### config.mk
export PLATFORM = sky130hd
export DESIGN_NAME = dpr_port_ctrl
export DESIGN_NICKNAME = d
export VERILOG_FILES = /design/src/design/dpr_pkg.sv /design/src/design/dpr_port_ctrl.sv
export VERILOG_INCLUDE_DIRS = /design/src /design/src/design
export SDC_FILE = /design/constraint.sdc
export NUM_CORES = 1
export LEC_CHECK = 0
export ABC_AREA = 1
export BUFFER_PORTS_ARGS = -buffer_cell sky130_fd_sc_hd__buf_4
export CAP_MARGIN = 20
export CORE_MARGIN = 2
export CORE_UTILIZATION = 58
export CTS_BUF_LIST = sky130_fd_sc_hd__clkbuf_8
export DETAILED_ROUTE_END_ITERATION = 12
export PLACE_DENSITY = 0.84
export SETUP_SLACK_MARGIN = 0.15
export SYNTH_ARGS = -nofsm -noshare
export SYNTH_HDL_FRONTEND = slang
export SYNTH_SLANG_ARGS = --single-unit
### constraint.sdc
create_clock -name CLOCK -period 3.5 [get_ports CLOCK]
set_input_delay 0.7 -clock CLOCK [delete_from_list [all_inputs] [get_ports CLOCK]]
set_output_delay 0.7 -clock CLOCK [all_outputs]
set_load 0.01 [all_outputs]
### src/design/dpr_cfg.svh
// constants for the dual-port ram port controller: timing figures, counts, pin encodings
// assumes a 10 ns controller clock; the count macros depend on it
`ifndef DPR_CFG_SVH
`define DPR_CFG_SVH

`define DPR_CLK_NS          10
// access and arbitration figures in ns (slowest speed grade)
`define DPR_SEL_ACC_NS      25
`define DPR_OE_ACC_NS       13
`define DPR_BUSY_ADDR_NS    25
`define DPR_BUSY_SEL_NS     25
`define DPR_FLOW_NS         35
`define DPR_TOK_REC_NS      15
`define DPR_TOK_WRRD_NS     15
`define DPR_WR_SETUP_NS     15
`define DPR_WR_PULSE_NS     25
// least times round up to whole cycles
`define DPR_CYC(ns)         (((ns) + `DPR_CLK_NS - 1) / `DPR_CLK_NS)
`define DPR_MAX(a, b)       (((a) > (b)) ? (a) : (b))
`define DPR_SETTLE_CYC      `DPR_CYC(`DPR_MAX(`DPR_BUSY_ADDR_NS, `DPR_BUSY_SEL_NS))
`define DPR_READ_CYC        `DPR_CYC(`DPR_MAX(`DPR_SEL_ACC_NS, `DPR_OE_ACC_NS) + `DPR_FLOW_NS)
`define DPR_WRITE_CYC       `DPR_CYC(`DPR_MAX(`DPR_WR_PULSE_NS, `DPR_WR_SETUP_NS))
`define DPR_TOK_REC_CYC     `DPR_CYC(`DPR_MAX(`DPR_TOK_REC_NS, `DPR_TOK_WRRD_NS))
`define DPR_SYNC_CYC        2
// mailbox words: right owns the top word, left the one below
`define DPR_MBOX_R_32K      16'h7FFF
`define DPR_MBOX_L_32K      16'h7FFE
`define DPR_MBOX_R_64K      16'hFFFF
`define DPR_MBOX_L_64K      16'hFFFE
`define DPR_TOK_ADDR_W      3
`define DPR_DATA_W          18
`define DPR_ADDR_W          16

`endif

### src/design/dpr_pkg.sv
// types shared by the dual-port ram port controller
// assumes dpr_cfg.svh is compiled alongside
package dpr_pkg;

    typedef enum logic [1:0] {
        DPR_MEM_RD = 2'h0,
        DPR_MEM_WR = 2'h1,
        DPR_TOK_RD = 2'h2,
        DPR_TOK_WR = 2'h3
    } dpr_cmd_t;

    typedef struct packed {
        dpr_cmd_t    cmd;
        logic [15:0] addr;
        logic [17:0] data;
        logic [1:0]  be;
    } dpr_req_t;

    typedef enum logic [4:0] {
        DPR_IDLE    = 5'h01,
        DPR_SETTLE  = 5'h02,
        DPR_STROBE  = 5'h04,
        DPR_CAPTURE = 5'h08,
        DPR_RECOVER = 5'h10
    } dpr_state_t;

endpackage

### src/design/dpr_port_ctrl.sv
// host-side controller for one port of an asynchronous dual-port ram
// assumes the ram pins are wired straight to the PIN ports; DQ is resolved outside
// Operation
// - reads wait the cross-port flow-through delay before sampling data.
// - memory read asserts chip enable and output enable, samples after access delay.
// - token read asserts token select and output enable, chip enable stays high.
// - memory writes held off until busy has settled after enable; token writes skip the settle wait.
// - token access uses token select low with chip enable high.
// - after token write, select released for recovery before read-back.
`timescale 1ns/1ns
`include "dpr_cfg.svh"

module dpr_port_ctrl
    import dpr_pkg::*;
#(
    parameter logic IS_RIGHT = 1'b0,
    parameter logic IS_64K   = 1'b0
) (
    input  wire logic        CLOCK,
    input  wire logic        RESETN,
    input  wire logic        REQ_VALID,
    input  wire dpr_req_t    REQ,
    output logic             REQ_READY,
    output logic             DONE,
    output logic             DONE_BUSY,
    output logic [17:0]      RD_DATA,
    output logic             MAIL_PENDING,
    output logic [15:0]      OWN_MBOX,
    output logic [15:0]      PIN_ADDR,
    output logic             PIN_CE0_N,
    output logic             PIN_CE1,
    output logic             PIN_RW_N,
    output logic             PIN_OE_N,
    output logic             PIN_TOKEN_SELECT_N,
    output logic             PIN_HIGH_BYTE_SEL_N,
    output logic             PIN_LOW_BYTE_SEL_N,
    output logic [17:0]      PIN_DQ_O,
    output logic             PIN_DQ_OE_N,
    input  wire logic [17:0] PIN_DQ_I,
    input  wire logic        PIN_BUSY_N,
    input  wire logic        PIN_INT_N
);

    // mailbox decode, used for the own word only
    function automatic logic [15:0] mbox_addr(input logic right, input logic big);
        logic [15:0] a;
        a = 16'h0000;
        if (big) begin
            a = right ? `DPR_MBOX_R_64K : `DPR_MBOX_L_64K;
        end else begin
            a = right ? `DPR_MBOX_R_32K : `DPR_MBOX_L_32K;
        end
        return a;
    endfunction

    localparam logic [7:0] SETTLE_C = 8'(`DPR_SETTLE_CYC + `DPR_SYNC_CYC);
    localparam logic [7:0] READ_C   = 8'(`DPR_READ_CYC);
    localparam logic [7:0] WRITE_C  = 8'(`DPR_WRITE_CYC);
    localparam logic [7:0] TOKREC_C = 8'(`DPR_TOK_REC_CYC);
    localparam logic [7:0] SYNC_C   = 8'(`DPR_SYNC_CYC);

    dpr_state_t  state_q, state_d;
    dpr_req_t    req_q;
    logic [7:0]  cnt_q, cnt_d;
    logic        busy_s1_q, busy_s2_q, int_s1_q, int_s2_q;
    logic [17:0] dq_s1_q, dq_s2_q;
    logic        ready_q, done_q, done_busy_q, mail_q;
    logic [17:0] rd_data_q;
    logic [15:0] addr_q;
    logic        ce0_n_q, rw_n_q, oe_n_q, tok_n_q, hi_n_q, lo_n_q, dq_oe_n_q;
    logic [17:0] dq_o_q;

    // request decode
    wire logic        take     = REQ_VALID && ready_q;
    wire logic        is_tok   = req_q.cmd[1];
    wire logic        is_wr    = req_q.cmd[0];
    wire logic        busy_now = !busy_s2_q;
    wire logic        cnt_zero = (cnt_q == 8'h00);
    wire logic [7:0]  cnt_dec  = cnt_q - 8'h01;
    wire logic        new_tok  = REQ.cmd[1];
    wire logic        new_wr   = REQ.cmd[0];
    // token accesses see only the low three address bits
    wire logic [15:0] pin_addr = new_tok ? {13'h0000, REQ.addr[2:0]} : REQ.addr;
    wire logic [17:0] wr_word  = is_tok ? {17'h00000, req_q.data[0]} : req_q.data;
    wire logic        abort_wr = is_wr && !is_tok && busy_now;

    // two-stage sync of the asynchronous pins; only stage two is read
    always_ff @(posedge CLOCK) begin
        if (!RESETN) begin
            busy_s1_q <= 1'b1;
            busy_s2_q <= 1'b1;
            int_s1_q  <= 1'b1;
            int_s2_q  <= 1'b1;
            dq_s1_q   <= 18'h00000;
            dq_s2_q   <= 18'h00000;
        end else begin
            busy_s1_q <= PIN_BUSY_N;
            busy_s2_q <= busy_s1_q;
            int_s1_q  <= PIN_INT_N;
            int_s2_q  <= int_s1_q;
            dq_s1_q   <= PIN_DQ_I;
            dq_s2_q   <= dq_s1_q;
        end
    end

    // sequencer next state
    always_comb begin
        state_d = state_q;
        cnt_d   = cnt_zero ? cnt_q : cnt_dec;
        case (state_q)
            DPR_IDLE: begin
                if (take) begin
                    state_d = DPR_SETTLE;
                    cnt_d   = new_tok ? 8'h00 : SETTLE_C;
                end
            end
            DPR_SETTLE: begin
                if (cnt_zero) begin
                    state_d = abort_wr ? DPR_RECOVER : DPR_STROBE;
                    cnt_d   = abort_wr ? 8'h00 : (is_wr ? WRITE_C : READ_C);
                end
            end
            DPR_STROBE: begin
                if (cnt_zero) begin
                    state_d = is_wr ? DPR_RECOVER : DPR_CAPTURE;
                    cnt_d   = is_wr ? (is_tok ? TOKREC_C : 8'h00) : SYNC_C;
                end
            end
            DPR_CAPTURE: begin
                if (cnt_zero) begin
                    state_d = DPR_RECOVER;
                    cnt_d   = 8'h00;
                end
            end
            DPR_RECOVER: begin
                if (cnt_zero) begin
                    state_d = DPR_IDLE;
                end
            end
            default: begin
                state_d = DPR_IDLE;
                cnt_d   = 8'h00;
            end
        endcase
    end

    // state, request latch and user-side flags
    always_ff @(posedge CLOCK) begin
        if (!RESETN) begin
            state_q     <= DPR_IDLE;
            cnt_q       <= 8'h00;
            req_q       <= '0;
            ready_q     <= 1'b0;
            done_q      <= 1'b0;
            done_busy_q <= 1'b0;
            rd_data_q   <= 18'h00000;
            mail_q      <= 1'b0;
        end else begin
            state_q     <= state_d;
            cnt_q       <= cnt_d;
            ready_q     <= (state_d == DPR_IDLE) && !take;
            done_q      <= (state_d == DPR_RECOVER) && (state_q != DPR_RECOVER);
            mail_q      <= !int_s2_q;
            if (take) begin
                req_q <= REQ;
            end
            if (state_q == DPR_SETTLE && cnt_zero) begin
                done_busy_q <= busy_now;
            end
            if (state_q == DPR_CAPTURE && cnt_zero) begin
                rd_data_q <= dq_s2_q;
            end
        end
    end

    // pin drive; every strobe comes from a flop so edges are glitch free
    always_ff @(posedge CLOCK) begin
        if (!RESETN) begin
            addr_q    <= 16'h0000;
            ce0_n_q   <= 1'b1;
            rw_n_q    <= 1'b1;
            oe_n_q    <= 1'b1;
            tok_n_q   <= 1'b1;
            hi_n_q    <= 1'b1;
            lo_n_q    <= 1'b1;
            dq_o_q    <= 18'h00000;
            dq_oe_n_q <= 1'b1;
        end else begin
            if (take) begin
                addr_q  <= pin_addr;
                ce0_n_q <= new_tok;
                tok_n_q <= !new_tok;
                oe_n_q  <= new_wr;
                hi_n_q  <= !(new_tok || REQ.be[1]);
                lo_n_q  <= !(new_tok || REQ.be[0]);
            end
            if (state_q == DPR_SETTLE && cnt_zero && is_wr && !abort_wr) begin
                rw_n_q    <= 1'b0;
                dq_o_q    <= wr_word;
                dq_oe_n_q <= 1'b0;
            end
            if (state_q == DPR_SETTLE && cnt_zero && abort_wr) begin
                ce0_n_q <= 1'b1;
                tok_n_q <= 1'b1;
            end
            // strobe rises first; data and selects drop one cycle later for hold
            if (state_q == DPR_STROBE && cnt_zero && is_wr) begin
                rw_n_q <= 1'b1;
            end
            if (state_q == DPR_CAPTURE && cnt_zero) begin
                ce0_n_q <= 1'b1;
                tok_n_q <= 1'b1;
                oe_n_q  <= 1'b1;
            end
            if (state_q == DPR_RECOVER) begin
                ce0_n_q   <= 1'b1;
                tok_n_q   <= 1'b1;
                oe_n_q    <= 1'b1;
                hi_n_q    <= 1'b1;
                lo_n_q    <= 1'b1;
                dq_oe_n_q <= 1'b1;
            end
        end
    end

    assign REQ_READY           = ready_q;
    assign DONE                = done_q;
    assign DONE_BUSY           = done_busy_q;
    assign RD_DATA             = rd_data_q;
    assign MAIL_PENDING        = mail_q;
    assign OWN_MBOX            = mbox_addr(IS_RIGHT, IS_64K);
    assign PIN_ADDR            = addr_q;
    assign PIN_CE0_N           = ce0_n_q;
    assign PIN_CE1             = 1'b1;  // second enable held active, first one steers
    assign PIN_RW_N            = rw_n_q;
    assign PIN_OE_N            = oe_n_q;
    assign PIN_TOKEN_SELECT_N  = tok_n_q;
    assign PIN_HIGH_BYTE_SEL_N = hi_n_q;
    assign PIN_LOW_BYTE_SEL_N  = lo_n_q;
    assign PIN_DQ_O            = dq_o_q;
    assign PIN_DQ_OE_N         = dq_oe_n_q;

endmodule

==> results.sh <==
export IMPL_setup_tns_ps=0
export IMPL_grt_remaining_overflow=0
export IMPL_powerDensity_nw_per_um2=561
export IMPL_holdBufCountCts=0
export IMPL_rsz0062_at_grt="no"
export IMPL_fp_dieArea_um2=9550
export IMPL_start_util_pct=59.0
export IMPL_cts_buffers_inserted=17
export IMPL_setup_viol=0
export IMPL_grt_pass1_wl_mm=18.7
export IMPL_hp_start="int_s2_q"
export IMPL_finalPower_mw=3.56
export IMPL_die_y_um=97.7
export IMPL_cts_max_level=4
export IMPL_synth_warnings=0
export IMPL_fin_crit_sh_pct=63.3
export IMPL_hold_slack_ps=392
export IMPL_ys_types=33
export IMPL_ys_ff_latch=136
export IMPL_fin_crit_ps=2220
export IMPL_hold_violations=0
export IMPL_syn_inst=613
export IMPL_cts_root_buffer="clkbuf_8"
export IMPL_netlist_area_um2=5090
export IMPL_portBuffers=123
export IMPL_wl_met2_mm=5.95
export IMPL_clkTransAtPathRegs_ps=90
export IMPL_grt_pass1_vias=4028
export IMPL_rows=34
export IMPL_vdd_drop_max_uv=359
export IMPL_top_level_ports=141
export IMPL_critPathKind="flop to flop"
export IMPL_cts_resized=0
export IMPL_endpoint_kind="flop"
export IMPL_final_cell_mix="136 x dfxtp_1, 127 x buf_4, 110 x nor2_1"
export IMPL_post_route_drc_count=0
export IMPL_drive_gt1_share_pct=26.6
export IMPL_clockBufferDepth=2
export IMPL_post_cts_buffers=0
export IMPL_leakage_nw=3.09
export IMPL_critPathMaxFanout=21
export IMPL_wl_per_cell_um=13.2
export IMPL_worstMarginPinSlew_ps=917
export IMPL_met3WireLength_um=521
export IMPL_cts_tree="built"
export IMPL_vias_per_cell=5.02
export IMPL_insertion_delay_ps=430
export IMPL_antenna_found_initial=0
export IMPL_drv_slew=0
export IMPL_hpwl_mm=7.67
export IMPL_cp_data_arrival_time_ps=2590
export IMPL_detail_route_iter0_violations=249
export IMPL_grt_max_degree=96
export IMPL_skew_ps=10.0
export IMPL_fp_dieW_um=97.7
export IMPL_slew_limit_headroom_pct=38.6
export IMPL_cp_startpoint="cnt_q[0]"
export IMPL_num_vias=4260
export IMPL_crit_required_ps=3870
export IMPL_gp_congestion=0.905
export IMPL_max_freq_mhz=451
export IMPL_cts_sinks=136
export IMPL_core_area_um2=8640
export IMPL_min_path_type="flop to flop"
export IMPL_status="finished clean"
export IMPL_cp_start_kind="flop"
export IMPL_final_nets=791
export IMPL_seq_area_frac_synth_pct=53.4
export IMPL_cap_violations=0
export IMPL_post_place_cells=817
export IMPL_timing_rr_start="cnt_q[0]"
export IMPL_grtUsageTotal_pct=24.3
export IMPL_top_layer="met4"
export IMPL_syn_area_per_cell_um2=8.31
export IMPL_final_common_cell="dfxtp_1"
export IMPL_antenna_cells=0
export IMPL_drt_pass1_iterations=6
export IMPL_area_growth_pct=24.5
export IMPL_ant_nets=0
export IMPL_final_util_pct=73.4
export IMPL_final_cells=849
export IMPL_drt_met1_wl_mm=4.57
export IMPL_wl_mm=11.2
-- synth_stat cells (all sizes together) --
cell type,number,share of area [%]
nor3,3,0.29
nand4,22,3.0
a31oi,1,0.12
o21ai,48,4.7
nand3,20,2.0
dfxtp,136,53
clkbuf,16,1.2
nand2,96,7.9
a21oi,25,3.2
nand3b,1,0.15
inv,68,5.0
clkinv,2,0.17
conb,2,0.15
or2,5,0.61
ha,2,0.49
a32o,13,2.6
o211ai,2,0.29
buf,30,4.5
nor2,116,9.5
xor2,5,0.86
-- path summary, 6_finish.rpt --
kind	end	slack, ps	depth (start not counted)
setup / recovery	PIN_DQ_O[15]	1280	8
hold / removal	MAIL_PENDING	390	1
setup reg to reg	PIN_DQ_O[15]	1280	8
hold reg to reg	MAIL_PENDING	390	1
-- where the power goes --
part | internal (mW) | switching, mW | total (mW)
Clock | 0.534 | 0.693 | 1.23
Combinational | 0.244 | 0.394 | 0.638
Sequential | 1.64 | 0.0512 | 1.69
Total | 2.42 | 1.14 | 3.56
-- state kept, by name (all words and copies together), names as in the netlist, 5 cells and up --
| register | flops |
|---|---|
| dq_s2_q | 18 |
| dq_s1_q | 18 |
| PIN_ADDR | 16 |
| cnt_q | 8 |
| PIN_DQ_O | 18 |
| RD_DATA | 18 |
| state_q | 5 |
| req_q | 18 |
-- area by class of cell --
class                           count  area, um^2
Clock buffer                       17         234
Fill cell                         633        2290
Timing Repair Buffer              127         953
Sequential cell                   136        2720
Tap cell                          108         135
Multi-Input combinational cell    376        1880
Inverter                           70         264
Clock inverter                     15         155
-- cell families (layout without fill, tap and decap cells) --
kind of cell | count (synthesis) | in the layout | synth area share (%)
xor gates and xnor gates | 5 | 5 | 0.859
DFF | 136 | 136 | 53.4
AOI/OAI and AO/OA | 89 | 89 | 10.9
other | 2 | 17 | 0.147
buffers and inverters | 116 | 229 | 10.8
and+or+nand+nor | 263 | 263 | 23.4
adders and majority gates | 2 | 2 | 0.491
-- per-layer routing --
metal  track usage [%]  vias up
met1              28.0     1962
met2              43.8      128
met3              6.98       18
met4              7.05        0
met5                 0        -
li1                  -     2152
-- metrics by stage --
stage / area, um^2 / worst slack, ps
3_3_place_gp: 5950 / 1310
2_1_floorplan: 5150 / 1910
6_report: 6340 / 1280
5_1_grt: 6340 / 1050
4_1_cts: 6340 / 1310
3_5_place_dp: 5950 / 1220
-- critical path: stages, from the launching register on --
cell     delay [ps]
dfxtp_1         310
inv_1           110
ha_1            240
nand2_1         110
nor2_2          160
nand2_2         170
nor2_2          650
nand4_1         230
a21oi_2         170
No activity file was read; power rests on OpenSTA's default activity.
